$ cat src/hdl/rvd_pkg.sv
/*
  Decoder constants and types: field positions,
  codes and enumerations.
  Assumes users import the whole package.
*/
// Operation
// RL1 - Low bits 11 select 32-bit opcode map
// RL2 - Row 00 majors: load through immediate-32
// RL3 - Row 01 majors: store through register-32
// RL4 - Row 10 majors: fused groups, fp, vector, custom
// RL5 - Row 11 majors: branch, jumps, system, custom
// RL6 - Bits 4:2 all ones escape to longer instruction
// RL7 - Register layout field positions
// RL8 - Immediate layout twelve bits from 31:20
// RL9 - Store immediate split 31:25 and 11:7
// RL10 - Branch immediate bit scatter
// RL11 - Upper-immediate and add-upper-to-pc decode
// RL12 - Jump-and-link immediate scatter
// RL13 - Jump-and-link-register with funct3 000
// RL14 - Conditional branches by funct3
// RL15 - Loads by funct3
// RL16 - Stores by funct3
// RL17 - Immediate arithmetic by funct3
// RL18 - Immediate shifts by funct7 and funct3
// RL19 - Register arithmetic by funct7 and funct3
// RL20 - Fence fields and total-store-order fence
// RL21 - Pause hint fence encoding
// RL22 - Environment call and breakpoint
// RL23 - Unmatched words flagged illegal
// RL24 - Purely combinational, no state
`default_nettype none

package rvd_pkg;

  // ****************************************************************
  // Field positions
  // ****************************************************************
  localparam int unsigned RD_LSB = 7;
  localparam int unsigned F3_LSB = 12;
  localparam int unsigned RS1_LSB = 15;
  localparam int unsigned RS2_LSB = 20;
  localparam int unsigned F7_LSB = 25;
  localparam int unsigned SUCC_LSB = 20;
  localparam int unsigned PRED_LSB = 24;
  localparam int unsigned FM_LSB = 28;

  // ****************************************************************
  // Codes
  // ****************************************************************
  localparam logic [1:0] LOW_WORD32 = 2'h3;
  localparam logic [2:0] ESCAPE_COL = 3'h7;
  localparam logic [6:0] OPC_LUI = 7'h37;
  localparam logic [6:0] OPC_AUIPC = 7'h17;
  localparam logic [6:0] OPC_JAL = 7'h6F;
  localparam logic [6:0] OPC_JALR = 7'h67;
  localparam logic [6:0] OPC_BRANCH = 7'h63;
  localparam logic [6:0] OPC_LOAD = 7'h03;
  localparam logic [6:0] OPC_STORE = 7'h23;
  localparam logic [6:0] OPC_OPIMM = 7'h13;
  localparam logic [6:0] OPC_OP = 7'h33;
  localparam logic [6:0] OPC_MISCMEM = 7'h0F;
  localparam logic [6:0] OPC_SYSTEM = 7'h73;
  localparam logic [6:0] F7_BASE = 7'h00;
  localparam logic [6:0] F7_ALT = 7'h20;
  localparam logic [3:0] FM_PLAIN = 4'h0;
  localparam logic [3:0] FM_TSO = 4'h8;
  localparam logic [3:0] SET_RW = 4'h3;
  localparam logic [3:0] SET_W = 4'h1;
  localparam logic [3:0] SET_NONE = 4'h0;
  localparam logic [4:0] REG_ZERO = 5'h00;
  localparam logic [11:0] IMM_ECALL = 12'h000;
  localparam logic [11:0] IMM_EBREAK = 12'h001;

  // ****************************************************************
  // Types
  // ****************************************************************
  typedef enum logic [4:0] {
    MAJ_LOAD = 5'h00, MAJ_LOAD_FP = 5'h01, MAJ_CUSTOM0 = 5'h02,
    MAJ_MISC_MEM = 5'h03, MAJ_OP_IMM = 5'h04, MAJ_AUIPC = 5'h05,
    MAJ_OP_IMM32 = 5'h06, MAJ_ESC48A = 5'h07, MAJ_STORE = 5'h08,
    MAJ_STORE_FP = 5'h09, MAJ_CUSTOM1 = 5'h0A, MAJ_AMO = 5'h0B,
    MAJ_OP = 5'h0C, MAJ_LUI = 5'h0D, MAJ_OP32 = 5'h0E,
    MAJ_ESC64 = 5'h0F, MAJ_MADD = 5'h10, MAJ_MSUB = 5'h11,
    MAJ_NMSUB = 5'h12, MAJ_NMADD = 5'h13, MAJ_OP_FP = 5'h14,
    MAJ_OP_V = 5'h15, MAJ_CUSTOM2 = 5'h16, MAJ_ESC48B = 5'h17,
    MAJ_BRANCH = 5'h18, MAJ_JALR = 5'h19, MAJ_RESERVED = 5'h1A,
    MAJ_JAL = 5'h1B, MAJ_SYSTEM = 5'h1C, MAJ_OP_VE = 5'h1D,
    MAJ_CUSTOM3 = 5'h1E, MAJ_ESC80 = 5'h1F
  } rvd_major_type;

  typedef enum logic [2:0] {
    LEN_16 = 3'h0, LEN_32 = 3'h1, LEN_48 = 3'h2, LEN_64 = 3'h3,
    LEN_80P = 3'h4
  } rvd_len_type;

  typedef enum logic [2:0] {
    FMT_NONE = 3'h0, FMT_R = 3'h1, FMT_I = 3'h2, FMT_S = 3'h3,
    FMT_B = 3'h4, FMT_U = 3'h5, FMT_J = 3'h6
  } rvd_fmt_type;

  typedef enum logic [5:0] {
    OP_ILLEGAL = 6'h00, OP_LUI = 6'h01, OP_AUIPC = 6'h02,
    OP_JAL = 6'h03, OP_JALR = 6'h04, OP_BEQ = 6'h05, OP_BNE = 6'h06,
    OP_BLT = 6'h07, OP_BGE = 6'h08, OP_BLTU = 6'h09, OP_BGEU = 6'h0A,
    OP_LB = 6'h0B, OP_LH = 6'h0C, OP_LW = 6'h0D, OP_LBU = 6'h0E,
    OP_LHU = 6'h0F, OP_SB = 6'h10, OP_SH = 6'h11, OP_SW = 6'h12,
    OP_ADDI = 6'h13, OP_SLTI = 6'h14, OP_SLTIU = 6'h15,
    OP_XORI = 6'h16, OP_ORI = 6'h17, OP_ANDI = 6'h18, OP_SLLI = 6'h19,
    OP_SRLI = 6'h1A, OP_SRAI = 6'h1B, OP_ADD = 6'h1C, OP_SUB = 6'h1D,
    OP_SLL = 6'h1E, OP_SLT = 6'h1F, OP_SLTU = 6'h20, OP_XOR = 6'h21,
    OP_SRL = 6'h22, OP_SRA = 6'h23, OP_OR = 6'h24, OP_AND = 6'h25,
    OP_FENCE = 6'h26, OP_FENCE_TSO = 6'h27, OP_PAUSE = 6'h28,
    OP_ECALL = 6'h29, OP_EBREAK = 6'h2A
  } rvd_op_type;

endpackage : rvd_pkg

`default_nettype wire

$ cat src/hdl/rvd_opmap.sv
/*
  Major opcode and length classifier.
  Assumes the word is stable for as long as the result is used.
*/
`timescale 1ns/1ps
`default_nettype none

module rvd_opmap
  import rvd_pkg::*;
(
  // Instruction word
  input wire logic [31:0] word,
  // Classification
  output rvd_major_type major,
  output rvd_len_type len,
  output logic word32
);

  // Enum codes equal bits 6:2
  assign major = rvd_major_type'(word[6:2]); // RL2 RL3 RL4 RL5
  assign word32 = (word[1:0] == LOW_WORD32) &&
                  (word[4:2] != ESCAPE_COL); // RL1 RL6

  always_comb
  begin
    len = LEN_16;
    if (word[1:0] == LOW_WORD32) // RL1
    begin
      if (word[4:2] != ESCAPE_COL)
      begin
        len = LEN_32;
      end
      else
      begin
        unique case (word[6:5]) // RL6
          2'h0, 2'h2: len = LEN_48;
          2'h1: len = LEN_64;
          2'h3: len = LEN_80P;
        endcase
      end
    end
  end

endmodule : rvd_opmap

`default_nettype wire

$ cat src/hdl/rvd_fields.sv
/*
  Field splitter: slices and sign-extended immediates.
  Assumes a word from the 32-bit opcode map.
*/
`timescale 1ns/1ps
`default_nettype none

module rvd_fields
  import rvd_pkg::*;
(
  // Instruction word
  input wire logic [31:0] word,
  // Register layout fields
  output logic [6:0] opcode,
  output logic [4:0] rd,
  output logic [2:0] funct3,
  output logic [4:0] rs1,
  output logic [4:0] rs2,
  output logic [6:0] funct7,
  // Fence fields
  output logic [3:0] fence_fm,
  output logic [3:0] fence_pred,
  output logic [3:0] fence_succ,
  // Immediates
  output logic [11:0] imm12,
  output logic [31:0] imm_i,
  output logic [31:0] imm_s,
  output logic [31:0] imm_b,
  output logic [31:0] imm_u,
  output logic [31:0] imm_j
);

  assign opcode = word[6:0]; // RL7
  assign rd = word[RD_LSB +: 5]; // RL7
  assign funct3 = word[F3_LSB +: 3]; // RL7
  assign rs1 = word[RS1_LSB +: 5]; // RL7
  assign rs2 = word[RS2_LSB +: 5]; // RL7
  assign funct7 = word[F7_LSB +: 7]; // RL7
  assign fence_fm = word[FM_LSB +: 4]; // RL20
  assign fence_pred = word[PRED_LSB +: 4]; // RL20
  assign fence_succ = word[SUCC_LSB +: 4]; // RL20
  assign imm12 = word[31:20]; // RL8
  assign imm_i = {{20{word[31]}}, word[31:20]}; // RL8
  assign imm_s = {{20{word[31]}}, word[31:25], word[11:7]}; // RL9
  assign imm_b = {{19{word[31]}}, word[31], word[7],
                  word[30:25], word[11:8], 1'b0}; // RL10
  assign imm_u = {word[31:12], 12'h000}; // RL11
  assign imm_j = {{11{word[31]}}, word[31], word[19:12],
                  word[20], word[30:21], 1'b0}; // RL12

endmodule : rvd_fields

`default_nettype wire

$ cat src/hdl/rvd_decoder.sv
/*
  Decoder top: map, length, fields, operation
  and an illegal flag for unsupported words.
  Assumes the fetch stage holds the word
  while the execute datapath samples it;
  no clock and no state.
*/
`timescale 1ns/1ps
`default_nettype none

module rvd_decoder
  import rvd_pkg::*;
(
  // Word from the fetch stage
  input wire logic [31:0] instr_word,
  // Map and length
  output rvd_major_type major,
  output rvd_len_type insn_len,
  output logic is_word32,
  // Register layout fields
  output logic [6:0] opcode,
  output logic [4:0] rd,
  output logic [2:0] funct3,
  output logic [4:0] rs1,
  output logic [4:0] rs2,
  output logic [6:0] funct7,
  output logic [4:0] shamt,
  // Fence fields
  output logic [3:0] fence_fm,
  output logic [3:0] fence_pred,
  output logic [3:0] fence_succ,
  // Operation
  output rvd_op_type op_id,
  output rvd_fmt_type fmt,
  output logic [31:0] imm,
  output logic illegal,
  // Operand use
  output logic uses_rs1,
  output logic uses_rs2,
  output logic writes_rd,
  // Classes
  output logic is_branch,
  output logic is_jump,
  output logic is_load,
  output logic is_store,
  output logic [1:0] mem_size,
  output logic mem_unsigned,
  output logic alu_alt,
  // Ordering and system events
  output logic is_fence,
  output logic fence_tso,
  output logic pause_hint,
  output logic env_call,
  output logic env_break
);

  // ****************************************************************
  // Decode result
  // ****************************************************************
  typedef struct packed {
    rvd_op_type op;
    rvd_fmt_type fmt;
    logic illegal;
    logic uses_rs1;
    logic uses_rs2;
    logic writes_rd;
    logic is_branch;
    logic is_jump;
    logic is_load;
    logic is_store;
    logic [1:0] mem_size;
    logic mem_unsigned;
    logic alu_alt;
    logic is_fence;
    logic fence_tso;
    logic pause_hint;
    logic env_call;
    logic env_break;
  } rvd_dec_type;

  rvd_dec_type dec_next;
  logic [11:0] imm12;
  logic [31:0] imm_i;
  logic [31:0] imm_s;
  logic [31:0] imm_b;
  logic [31:0] imm_u;
  logic [31:0] imm_j;
  logic fence_zero_regs;

  // ****************************************************************
  // Map, length and fields
  // ****************************************************************
  rvd_opmap u_opmap (
    .word(instr_word),
    .major(major),
    .len(insn_len),
    .word32(is_word32)
  );

  rvd_fields u_fields (
    .word(instr_word),
    .opcode(opcode),
    .rd(rd),
    .funct3(funct3),
    .rs1(rs1),
    .rs2(rs2),
    .funct7(funct7),
    .fence_fm(fence_fm),
    .fence_pred(fence_pred),
    .fence_succ(fence_succ),
    .imm12(imm12),
    .imm_i(imm_i),
    .imm_s(imm_s),
    .imm_b(imm_b),
    .imm_u(imm_u),
    .imm_j(imm_j)
  );

  // Shift amount sits where rs2 would be
  assign shamt = rs2; // RL18
  assign fence_zero_regs = (rs1 == REG_ZERO) && (rd == REG_ZERO);

  // ****************************************************************
  // Operation decode
  // ****************************************************************
  // A word is illegal until a supported encoding claims it
  always_comb
  begin
    dec_next = '0;
    dec_next.op = OP_ILLEGAL;
    dec_next.fmt = FMT_NONE;
    dec_next.illegal = 1'b1; // RL23
    if (is_word32) // RL1
    begin
      unique case (opcode)
        OPC_LUI, OPC_AUIPC:
        begin
          dec_next.op = (opcode == OPC_LUI) ? OP_LUI : OP_AUIPC; // RL11
          dec_next.fmt = FMT_U; // RL11
          dec_next.writes_rd = 1'b1;
          dec_next.illegal = 1'b0;
        end
        OPC_JAL:
        begin
          dec_next.op = OP_JAL; // RL12
          dec_next.fmt = FMT_J; // RL12
          dec_next.writes_rd = 1'b1;
          dec_next.is_jump = 1'b1;
          dec_next.illegal = 1'b0;
        end
        OPC_JALR:
        begin
          if (funct3 == 3'h0) // RL13
          begin
            dec_next.op = OP_JALR;
            dec_next.fmt = FMT_I; // RL13
            dec_next.uses_rs1 = 1'b1;
            dec_next.writes_rd = 1'b1;
            dec_next.is_jump = 1'b1;
            dec_next.illegal = 1'b0;
          end
        end
        OPC_BRANCH:
        begin
          dec_next.fmt = FMT_B;
          dec_next.uses_rs1 = 1'b1;
          dec_next.uses_rs2 = 1'b1;
          dec_next.is_branch = 1'b1;
          dec_next.illegal = 1'b0;
          unique case (funct3) // RL14
            3'h0: dec_next.op = OP_BEQ;
            3'h1: dec_next.op = OP_BNE;
            3'h4: dec_next.op = OP_BLT;
            3'h5: dec_next.op = OP_BGE;
            3'h6: dec_next.op = OP_BLTU;
            3'h7: dec_next.op = OP_BGEU;
            default:
            begin
              dec_next = '0;
              dec_next.op = OP_ILLEGAL;
              dec_next.illegal = 1'b1; // RL23
            end
          endcase
        end
        OPC_LOAD:
        begin
          dec_next.fmt = FMT_I;
          dec_next.uses_rs1 = 1'b1;
          dec_next.writes_rd = 1'b1;
          dec_next.is_load = 1'b1;
          dec_next.mem_size = funct3[1:0];
          dec_next.mem_unsigned = funct3[2];
          dec_next.illegal = 1'b0;
          unique case (funct3) // RL15
            3'h0: dec_next.op = OP_LB;
            3'h1: dec_next.op = OP_LH;
            3'h2: dec_next.op = OP_LW;
            3'h4: dec_next.op = OP_LBU;
            3'h5: dec_next.op = OP_LHU;
            default:
            begin
              dec_next = '0;
              dec_next.op = OP_ILLEGAL;
              dec_next.illegal = 1'b1; // RL23
            end
          endcase
        end
        OPC_STORE:
        begin
          dec_next.fmt = FMT_S; // RL9
          dec_next.uses_rs1 = 1'b1;
          dec_next.uses_rs2 = 1'b1;
          dec_next.is_store = 1'b1;
          dec_next.mem_size = funct3[1:0];
          dec_next.illegal = 1'b0;
          unique case (funct3) // RL16
            3'h0: dec_next.op = OP_SB;
            3'h1: dec_next.op = OP_SH;
            3'h2: dec_next.op = OP_SW;
            default:
            begin
              dec_next = '0;
              dec_next.op = OP_ILLEGAL;
              dec_next.illegal = 1'b1; // RL23
            end
          endcase
        end
        OPC_OPIMM:
        begin
          dec_next.fmt = FMT_I; // RL8
          dec_next.uses_rs1 = 1'b1;
          dec_next.writes_rd = 1'b1;
          dec_next.illegal = 1'b0;
          unique case (funct3) // RL17
            3'h0: dec_next.op = OP_ADDI;
            3'h2: dec_next.op = OP_SLTI;
            3'h3: dec_next.op = OP_SLTIU;
            3'h4: dec_next.op = OP_XORI;
            3'h6: dec_next.op = OP_ORI;
            3'h7: dec_next.op = OP_ANDI;
            3'h1:
            begin
              dec_next.op = OP_SLLI; // RL18
              dec_next.illegal = (funct7 != F7_BASE); // RL18
            end
            3'h5:
            begin
              dec_next.op = (funct7 == F7_ALT) ? OP_SRAI : OP_SRLI; // RL18
              dec_next.alu_alt = (funct7 == F7_ALT);
              dec_next.illegal = (funct7 != F7_BASE) &&
                                 (funct7 != F7_ALT); // RL18
            end
          endcase
          if (dec_next.illegal)
          begin
            dec_next = '0;
            dec_next.op = OP_ILLEGAL;
            dec_next.illegal = 1'b1; // RL23
          end
        end
        OPC_OP:
        begin
          dec_next.fmt = FMT_R; // RL7
          dec_next.uses_rs1 = 1'b1;
          dec_next.uses_rs2 = 1'b1;
          dec_next.writes_rd = 1'b1;
          dec_next.alu_alt = (funct7 == F7_ALT);
          dec_next.illegal = 1'b0;
          if (funct7 == F7_BASE) // RL19
          begin
            unique case (funct3)
              3'h0: dec_next.op = OP_ADD;
              3'h1: dec_next.op = OP_SLL;
              3'h2: dec_next.op = OP_SLT;
              3'h3: dec_next.op = OP_SLTU;
              3'h4: dec_next.op = OP_XOR;
              3'h5: dec_next.op = OP_SRL;
              3'h6: dec_next.op = OP_OR;
              3'h7: dec_next.op = OP_AND;
            endcase
          end
          else if (funct7 == F7_ALT && funct3 == 3'h0) // RL19
          begin
            dec_next.op = OP_SUB;
          end
          else if (funct7 == F7_ALT && funct3 == 3'h5) // RL19
          begin
            dec_next.op = OP_SRA;
          end
          else
          begin
            dec_next = '0;
            dec_next.op = OP_ILLEGAL;
            dec_next.illegal = 1'b1; // RL23
          end
        end
        OPC_MISCMEM:
        begin
          if (funct3 == 3'h0) // RL20
          begin
            dec_next.op = OP_FENCE;
            dec_next.fmt = FMT_I;
            dec_next.is_fence = 1'b1;
            dec_next.illegal = 1'b0;
            if (fence_fm == FM_TSO && fence_pred == SET_RW &&
                fence_succ == SET_RW && fence_zero_regs) // RL20
            begin
              dec_next.op = OP_FENCE_TSO;
              dec_next.fence_tso = 1'b1;
            end
            if (fence_fm == FM_PLAIN && fence_pred == SET_W &&
                fence_succ == SET_NONE && fence_zero_regs) // RL21
            begin
              dec_next.op = OP_PAUSE;
              dec_next.pause_hint = 1'b1;
            end
          end
        end
        OPC_SYSTEM:
        begin
          if (funct3 == 3'h0 && fence_zero_regs) // RL22
          begin
            if (imm12 == IMM_ECALL) // RL22
            begin
              dec_next.op = OP_ECALL;
              dec_next.fmt = FMT_I;
              dec_next.env_call = 1'b1;
              dec_next.illegal = 1'b0;
            end
            else if (imm12 == IMM_EBREAK) // RL22
            begin
              dec_next.op = OP_EBREAK;
              dec_next.fmt = FMT_I;
              dec_next.env_break = 1'b1;
              dec_next.illegal = 1'b0;
            end
          end
        end
        default:
        begin
          dec_next.illegal = 1'b1; // RL23
        end
      endcase
    end
  end

  // ****************************************************************
  // Immediate select
  // ****************************************************************
  always_comb
  begin
    unique case (dec_next.fmt)
      FMT_I: imm = imm_i; // RL8
      FMT_S: imm = imm_s; // RL9
      FMT_B: imm = imm_b; // RL10
      FMT_U: imm = imm_u; // RL11
      FMT_J: imm = imm_j; // RL12
      default: imm = 32'h0000_0000;
    endcase
  end

  // ****************************************************************
  // Outputs
  // ****************************************************************
  // No flip-flops: every output follows the word in the same cycle
  assign op_id = dec_next.op; // RL24
  assign fmt = dec_next.fmt;
  assign illegal = dec_next.illegal; // RL23
  assign uses_rs1 = dec_next.uses_rs1;
  assign uses_rs2 = dec_next.uses_rs2;
  assign writes_rd = dec_next.writes_rd;
  assign is_branch = dec_next.is_branch;
  assign is_jump = dec_next.is_jump;
  assign is_load = dec_next.is_load;
  assign is_store = dec_next.is_store;
  assign mem_size = dec_next.mem_size;
  assign mem_unsigned = dec_next.mem_unsigned;
  assign alu_alt = dec_next.alu_alt;
  assign is_fence = dec_next.is_fence;
  assign fence_tso = dec_next.fence_tso;
  assign pause_hint = dec_next.pause_hint;
  assign env_call = dec_next.env_call;
  assign env_break = dec_next.env_break;

endmodule : rvd_decoder

`default_nettype wire

$ cat config.mk
export PLATFORM = sky130hd
export DESIGN_NAME = rvd_decoder
export DESIGN_NICKNAME = d
export VERILOG_FILES = /design/src/hdl/rvd_pkg.sv /design/src/hdl/rvd_opmap.sv /design/src/hdl/rvd_fields.sv /design/src/hdl/rvd_decoder.sv
export SDC_FILE = /design/constraint.sdc
export NUM_CORES = 1
export LEC_CHECK = 0
export BUFFER_PORTS_ARGS = -buffer_cell sky130_fd_sc_hd__buf_2
export CELL_PAD_IN_SITES_DETAIL_PLACEMENT = 0
export CELL_PAD_IN_SITES_GLOBAL_PLACEMENT = 1
export CORE_MARGIN = 2
export CORE_UTILIZATION = 27
export DETAILED_ROUTE_END_ITERATION = 8
export PLACE_DENSITY_LB_ADDON = 0.05
export SETUP_SLACK_MARGIN = 0.1
export SLEW_MARGIN = 20
export SYNTH_ARGS = -nofsm -noshare
export SYNTH_HDL_FRONTEND = slang
export SYNTH_SLANG_ARGS = --single-unit
$ cat constraint.sdc
create_clock -name vclk -period 3
set_input_delay 0.45 -clock vclk [all_inputs]
set_output_delay 0.45 -clock vclk [all_outputs]
set_load 0.005 [all_outputs]
==> run summary, run 1 <==
Psw - 0.135 mW
syn avg cell area - 6.03 um^2
CP peak stage delay - 0.53 ns
n_diodes - 0
post-layout util - 37.9%
cell count after synthesis - 327
Reg area - 0 um^2
Worst EP arrival - 2.39 ns
I/O pin count - 148
Logic pwr share - 100.0%
syn nets - 363
RSZ-0062 raised after global routing - yes
# clk buffers - 0
Row Count - 31
VDD IR-drop max - 0.0401 mV
antenna violations before repair - 0
count of hold buffers inserted by post-cts repair - 0
WP depth - 9
# nets final - 483
yosys warns - 0
MaxCap Viol Count - 0
total die area - 8000 um^2
Critical Path End Type - output port
worst-path cell chain - buf_4 -> or4_4 -> o41ai_2 -> nand2_1 -> and3_4 -> a2111o_1 -> buf_12 -> nand2_1 -> buf_2
final setup TNS - 0 ns
status - finished, final reports clean
initial drt markers - 194
WL final - 8390 um
CP Launch Type - primary input
GRT overflow - 0
Max-Slew Margin vs Limit - 61.9%
Final Hold Viols - 0
Post-Place Setup Slack - 0.0892 ns
cell area after synthesis - 1970 um^2
area growth from synthesis to layout - 37.9%
required time worst endpoint - 2.55 ns
ANT nets after route - 0
pin count of the biggest net entering global routing - 24
Leak - 1.57 nW
Final WS setup - 0.163 ns
PortBufs - 148
Clock power frac - 0%
first-pass GRT wire length - 12300 um
worst hold slack - 1.09 ns
hpwl dp - 6860 um
DRC - 0
CP max stage cell - or4_4
CP max FO - 8
minimum clock period - 2.84 ns
Via density - 5.09
Final Cycle Share - 94.6%
Seq pwr share - 0%
Hold WC Path Type - primary input to output port
gr usage total - 19.5%
sw frac - 55.7%
Worst Setup SP - instr_word[27]
Fmax achieved - 352 MHz
# setup viols final - 0
CP delay by family, top - simple AND/OR/NAND/NOR gates
ratio of cells with drive above 1 in the final layout - 48.3%
First-pass DRT Iterations - 5
die span in x - 89.5 um
Die Span Y - 89.5 um
crit path kind - primary input to output port
Via Count - 2771
Slew @ Worst Pin - 0.566 ns
Placed Instance Area - 2650 um^2
Slew Limit Fails - 0
synth unique cells - 56
num sequential - 0
CP endpoint - imm[14]
Final Instance Area - 2720 um^2
effective utilization at floorplan - 27.5%
Buf/Inv on CP - 3
Core ar. - 7180 um^2
GPL Wtd Cong - 0.878
vias in the first global route - 2329
Internal - 0.108 mW
sequential-to-total area share from yosys stat - 0%
Pwr per Cell Area - 89.2 nW/um^2
CP most frequent cell - nand2_1
Wirelength per Cell - 15.4 um
-- how the worst min path moves through the flow --
stage | start | slack, ns | depth (start not counted) | to
2_1_floorplan | instr_word[28] | 0.98 | 1 | fence_fm[0]
3_3_place_gp | instr_word[17] | 1.10 | 2 | rs1[2]
3_5_place_dp | instr_word[15] | 1.10 | 2 | rs1[0]
4_1_cts | instr_word[15] | 1.10 | 2 | rs1[0]
5_1_grt | instr_word[26] | 1.11 | 2 | fence_pred[2]
6_report | instr_word[26] | 1.09 | 2 | fence_pred[2]
-- cells in the mapped netlist, types with 2 or more instances --
cell	number	area share [%]
a21oi_1	20	5.1
nand4_1	4	1.3
a31oi_1	6	1.9
clkbuf_1	15	2.9
o31ai_1	2	0.76
o211ai_1	2	0.76
buf_6	2	1.1
nor3_1	15	3.8
or3_1	2	0.63
o21ai_0	18	4.6
o22ai_1	2	0.63
nor2b_1	4	1.3
or3_4	2	1.1
and2_1	11	3.5
nand2_1	37	7.0
buf_2	2	0.51
and3_1	5	1.6
a22o_1	4	1.8
nor2_1	32	6.1
buf_4	54	21
a32oi_1	2	0.89
or3b_2	2	0.89
nor4_1	4	1.3
a211oi_1	4	1.5
nand3_1	23	5.8
a211o_1	2	0.89
nand2b_1	7	2.2
ha_1	4	2.5
or4_1	2	0.76
or2_2	2	0.63
inv_1	10	1.9
nand3b_1	2	0.76
-- metal layers --
| layer | up-vias | global-route usage [%] | share of wire (%) |
|---|---|---|---|
| met3 | 8 | 0.739 | 6.4 |
| met1 | 1276 | 30.0 | 47 |
| met2 | 137 | 31.2 | 45 |
| met4 | 0 | 1.49 | 1.0 |
| li1 | 1350 | - | - |
| met5 | - | 0 | 0 |
-- per-stage QoR --
stage	cells	power (mW)
final	544	0.243
after floorplan	327	0.154
after detailed placement	542	0.236
after CTS	543	0.238
after global routing	544	0.273
after global placement	542	0.238
-- power by group through the flow --
stage | clock (mW) | combinational, mW | sequential, mW
floorplan | 0 | 0.154 | 0
CTS | 0 | 0.238 | 0
global route | 0 | 0.273 | 0
detailed placement | 0 | 0.236 | 0
finish | 0 | 0.243 | 0
global placement | 0 | 0.238 | 0
-- what timing repair did --
action | CTS | global route
pin swaps | 5 | 2
setup buffers | 1 | 1
endpoints found under the setup margin | 8 | 28
resized for setup | 2 | 14
-- logic make-up (layout without fill, tap and decap cells) --
family | count (synthesis) | after routing | synth area share (%)
AOI/OAI and AO/OA | 73 | 73 | 24.2
muxes | 1 | 1 | 0.571
adders and majority gates | 4 | 4 | 2.54
buffers and inverters | 84 | 202 | 27.2
and+or+nand+nor | 165 | 165 | 45.4
-- area by class of cell --
class | count | area, um^2
fill | 818 | 4460
inverter | 11 | 42.5
multi-input combinational | 243 | 1470
tap | 99 | 124
timing repair buffer | 191 | 1080
-- layout by cell type (no fill, tap or decap), types with 3 or more instances in the layout --
| cell type | count |
|---|---|
| buf_4 | 43 |
| a31oi_1 | 6 |
| and3_1 | 4 |
| nor2_1 | 31 |
| a211oi_1 | 4 |
| nor2b_1 | 4 |
| o21ai_0 | 16 |
| nand3_1 | 23 |
| a22o_1 | 4 |
| and2_1 | 11 |
| a21oi_1 | 20 |
| nor3_1 | 15 |
| inv_1 | 9 |
| buf_2 | 146 |
| nor4_1 | 3 |
| nand2b_1 | 7 |
| nand2_1 | 37 |
| nand4_1 | 4 |
Note: power is estimated with default switching activity, not from simulation.
==> run 2: changes to the inputs <==
Settings changed: BUFFER_PORTS_ARGS -buffer_cell sky130_fd_sc_hd__buf_2 to -buffer_cell sky130_fd_sc_hd__clkbuf_2, REMOVE_ABC_BUFFERS from default to 1.
==> run 2 against run 1 <==
Flip-flop and latch count stayed put. Utilization is 0.33 points higher. Power is 4.4% higher. Count of clock-buffer cells in the layout stayed put. Final cell count is 0.55% lower. First-iteration DRC count is 23% lower. Largest power group unchanged. Via count is 1.1% lower. Sequential share of layout area stayed put. Combinational power is 4% higher. Highest routed layer unchanged. Hold slack better by 0.0059 ns.
==> run summary, run 2 (synthesis gave the netlist of run 1 again) <==
required time worst endpoint - 2.55 ns (about the same)
worst-path cell chain - clkbuf_2 -> or3_4 -> a211oi_1 -> o21ai_1 -> and3_4 -> a2111o_1 -> nand2_1 -> clkbuf_2
MaxCap Viol Count - 0 (unchanged)
antenna violations before repair - 0 (unchanged)
area growth from synthesis to layout - 39.1%
CP delay by family, top - compound AO/OA/AOI/OAI gates
Hold WC Path Type - primary input to output port
WL final - 8540 um (+1.8%)
gr usage total - 19.8% (+0.26 points)
CP most frequent cell - clkbuf_2
effective utilization at floorplan - 27.5% (unchanged)
hpwl dp - 7040 um (+2.6%)
First-pass DRT Iterations - 4 (-1)
most frequent cells in the layout - clkbuf_2 (143), buf_4 (39), nand2_1 (37)
vias in the first global route - 2281 (-2.1%)
GRT overflow - 0 (unchanged)
# clk buffers - 0 (unchanged)
minimum clock period - 2.82 ns (-0.0197 ns)
Critical Path End Type - output port
Final Hold Viols - 0 (unchanged)
Fmax achieved - 355 MHz (+0.70%)
commonest non-fill, non-tap cell in the layout - clkbuf_2
Post-Layout Cell Count - 541 (-0.55%)
DRC - 0 (unchanged)
first-pass GRT wire length - 12500 um (+1.3%)
Worst EP arrival - 2.37 ns (-0.02 ns)
post-layout util - 38.2% (+0.33 points)
Core ar. - 7180 um^2 (unchanged)
PortBufs - 148 (unchanged)
ratio of cells with drive above 1 in the final layout - 48.2% (-0.12 points)
# setup viols final - 0 (unchanged)
Filler cells - 818 (unchanged)
n_diodes - 0 (unchanged)
CP peak stage delay - 0.53 ns (about the same)
grt met2 use - 32.5% (+1.3 points)
# nets final - 480 (-0.62%)
WP depth - 8 (-1)
Wirelength per Cell - 15.8 um (+2.3%)
Via Count - 2740 (-1.1%)
Slew @ Worst Pin - 0.530 ns (-0.0357 ns)
ANT nets after route - 0 (unchanged)
GRT busiest layer - met2
status - finished, final reports clean
Pwr per Cell Area - 92.3 nW/um^2 (+3.5%)
Reg area - 0 um^2 (unchanged)
Die Span Y - 89.5 um (unchanged)
total die area - 8000 um^2 (unchanged)
final setup TNS - 0 ns (unchanged)
Pwr Total - 0.253 mW (+4.4%)
Leak - 1.53 nW (-2.6%)
met3 usage - 0.646% (-0.092 points)
CP max FO - 9 (+1)
crit path kind - primary input to output port
GPL Wtd Cong - 0.896 (+2.0%)
Placed Instance Area - 2640 um^2 (-0.38%)
I/O pin count - 148 (unchanged)
Max-Slew Margin vs Limit - 64.3% (+2.4 points)
CP Launch Type - primary input
Final Instance Area - 2740 um^2 (+0.87%)
RSZ-0062 raised after global routing - yes
num sequential - 0 (unchanged)
Worst Setup SP - instr_word[4]
pin count of the biggest net entering global routing - 21 (-13%)
Buf/Inv on CP - 2 (-1)
Hold Path Stages - 2 (unchanged)
Row Count - 31 (unchanged)
Final Cycle Share - 93.9% (-0.66 points)
CP endpoint - imm[18]
die span in x - 89.5 um (unchanged)
initial drt markers - 150 (-23%)
Via density - 5.06 (-0.57%)
VDD IR-drop max - 0.0604 mV (+51%)
Slew Limit Fails - 0 (unchanged)
met1 Use GR - 30.3% (+0.22 points)
CP max stage cell - a2111o_1
dpl cells - 539 (-0.55%)
[run 2: cell count changes in the layout (fill, tap and decap cells not counted), sizes merged]
cell,before,now
clkbuf,0,143
buf,191,45
[run 2: area by class of cell]
| type | count | area, um^2 | share of cell area, % |
|---|---|---|---|
| Multi-Input combinational cell | 243 | 1500 | 54.7 |
| Inverter | 11 | 42.5 | 1.55 |
| Timing Repair Buffer | 188 | 1080 | 39.2 |
| Tap cell | 99 | 124 | 4.51 |
[run 2: how the worst min path moves through the flow]
stage | slack (ns) | end | start
detailed placement | 1.10 | rs1[2] | instr_word[17]
CTS | 1.10 | rs1[2] | instr_word[17]
finish | 1.09 | funct7[2] | instr_word[27]
floorplan | 0.90 | fence_fm[0] | instr_word[28]
global route | 1.12 | rs1[2] | instr_word[17]
global placement | 1.10 | rd[3] | instr_word[10]
[run 2: per-stage QoR]
stage,hold WS (ns),worst slack (ns)
after floorplan,0.900,0.313
after global placement,1.10,0.0601
after detailed placement,1.10,0.0427
after CTS,1.10,0.0991
after global routing,1.12,0.0487
final,1.09,0.183
[run 2: power breakdown]
group          switching [mW]  internal, mW  leakage [nW]  total (mW)
sequential                  0             0             0           0
combinational           0.140         0.113          1.53       0.253
clock                       0             0             0           0
[run 2: per-layer routing]
metal  vias up  wire (um)
met3         4        419
met4         0         40
li1       1346          -
met1      1292       4060
met5         -          0
met2        98       4010
[run 2: repair_timing]
| item | in CTS | in global routing |
|---|---|---|
| hold buffers | 0 | 0 |
| pin swaps | 0 | 8 |
| endpoints found under the setup margin | 26 | 29 |
| buffers inserted | 0 | 2 |
| resized for setup | 4 | 26 |
==> run 3: changes to the inputs <==
--- a/config.mk
+++ b/config.mk
@@ -9,5 +9,5 @@
 export CELL_PAD_IN_SITES_DETAIL_PLACEMENT = 0
 export CELL_PAD_IN_SITES_GLOBAL_PLACEMENT = 1
-export CORE_MARGIN = 2
+export CORE_MARGIN = 8
 export CORE_UTILIZATION = 27
 export DETAILED_ROUTE_END_ITERATION = 8
==> constraint.sdc (replaced) <==
create_clock -name vclk -period 3.2
set_input_delay 0 -clock vclk [all_inputs]
set_output_delay 0 -clock vclk [all_outputs]
set_load 0.005 [all_outputs]
==> run 3 against run 2 <==
Non-clock buffer count fell by 35. Die area grew 29%. Worst setup slack improved by 0.44 ns. Hold slack got worse by 0.89 ns. Design area is 13% lower. Critical endpoint is now imm[17]. Highest routed layer is now met3.
==> run summary, run 3 (synthesis gave the netlist of run 1 again) <==
count of hold buffers inserted by post-cts repair - 0 (unchanged)
Slew @ Worst Pin - 0.637 ns (+0.108 ns)
most frequent cells in the layout - clkbuf_2 (148), nand2_1 (37), nor2_1 (32)
CP Launch Type - primary input
first-pass GRT wire length - 13600 um (+9.0%)
Final Cycle Share - 80.6%
Final Instance Area - 2380 um^2 (-13%)
CTS resizes - 0 (-4)
WL final - 8810 um (+3.1%)
minimum clock period - 2.58 ns
status - finished, final reports clean
area growth from synthesis to layout - 20.7%
ratio of cells with drive above 1 in the final layout - 41.3% (-6.9 points)
ANT nets after route - 0 (unchanged)
total die area - 10300 um^2 (+29%)
Placed Instance Area - 2380 um^2 (-9.9%)
CP max FO - 14 (+5)
final setup TNS - 0 ns (unchanged)
hpwl dp - 7340 um (+4.2%)
GPL Wtd Cong - 0.856 (-4.4%)
initial drt markers - 112 (-25%)
Slew Limit Fails - 0 (unchanged)
Max-Slew Margin vs Limit - 57.3% (-7.0 points)
Hold Path Stages - 2 (unchanged)
DRC - 0 (unchanged)
die span in x - 101 um (+13%)
Post-Layout Cell Count - 506 (-6.5%)
Via density - 5.11 (+0.91%)
PortBufs - 148 (unchanged)
Final Hold Viols - 0 (unchanged)
Critical Path End Type - output port
First-pass DRT Iterations - 4 (unchanged)
# clk buffers - 0 (unchanged)
Reg area - 0 um^2 (unchanged)
dpl cells - 506 (-6.1%)
Via Count - 2586 (-5.6%)
required time worst endpoint - 3.20 ns (+0.65 ns)
Row Count - 31 (unchanged)
Core ar. - 7180 um^2 (unchanged)
# nets final - 445 (-7.3%)
Final WS setup - 0.621 ns (+0.438 ns)
M1 WL - 3910 um (-3.8%)
antenna violations before repair - 0 (unchanged)
gr usage total - 16.1% (-3.7 points)
Pwr Total - 0.203 mW (-20%)
vias in the first global route - 2430 (+6.5%)
crit path kind - primary input to output port
I/O pin count - 148 (unchanged)
n_diodes - 0 (unchanged)
Pwr per Cell Area - 85.5 nW/um^2 (-7.4%)
met3 wire len - 641 um (+53%)
GRT overflow - 0 (unchanged)
Leak - 1.35 nW (-12%)
Fmax achieved - 388 MHz
RSZ-0062 raised after global routing - no
Worst EP arrival - 2.58 ns (+0.21 ns)
effective utilization at floorplan - 27.5% (unchanged)
MaxCap Viol Count - 0 (unchanged)
Die Span Y - 101 um (+13%)
Met2 Routed Length - 4260 um (+6.0%)
Hold WC Path Type - primary input to output port
commonest non-fill, non-tap cell in the layout - clkbuf_2
num sequential - 0 (unchanged)
Post-Place Setup Slack - 0.639 ns (+0.596 ns)
# setup viols final - 0 (unchanged)
DR top layer - met3
setup repair bufs after CTS - 0 (unchanged)
Wirelength per Cell - 17.4 um (+10%)
pin count of the biggest net entering global routing - 34 (+62%)
VDD IR-drop max - 0.0280 mV (-54%)
-- run 3: per-stage QoR --
stage	utilization (%)	hold slack [ns]
2_1_floorplan	-	0
3_3_place_gp	33.2	0.209
3_5_place_dp	33.2	0.208
4_1_cts	33.2	0.208
5_1_grt	33.2	0.217
6_report	33.2	0.206
-- run 3: final timing paths --
path,slack (ns),from,end
max,0.62,instr_word[13],imm[17]
min,0.21,instr_word[11],rd[4]
-- run 3: worst max-delay path, cell delays in order --
cell and delay, ns:
clkbuf_2 0.20, inv_1 0.20, ha_1 0.50, nor2b_1 0.30, nand4b_1 0.20, nor4_4 0.27, nor2_2 0.14, a2111o_1 0.55
nand2_1 0.10, clkbuf_2 0.12
-- run 3: power breakdown --
part,switching [mW],leakage (nW),internal [mW]
logic,0.125,1.35,0.0786
clock network,0,0,0
registers,0,0,0
total,0.125,1.35,0.0786
-- run 3: metal layers --
metal	track usage, %	up-vias
met4	0.229	0
met5	0	-
li1	-	1286
met3	1.79	0
met1	22.3	1209
met2	27.4	91
-- run 3: layout make-up --
type | instances | area (um^2)
inverter | 11 | 42.5
timing repair buffer | 153 | 778
tap | 99 | 124
multi-input combinational | 243 | 1440
fill | 854 | 4800
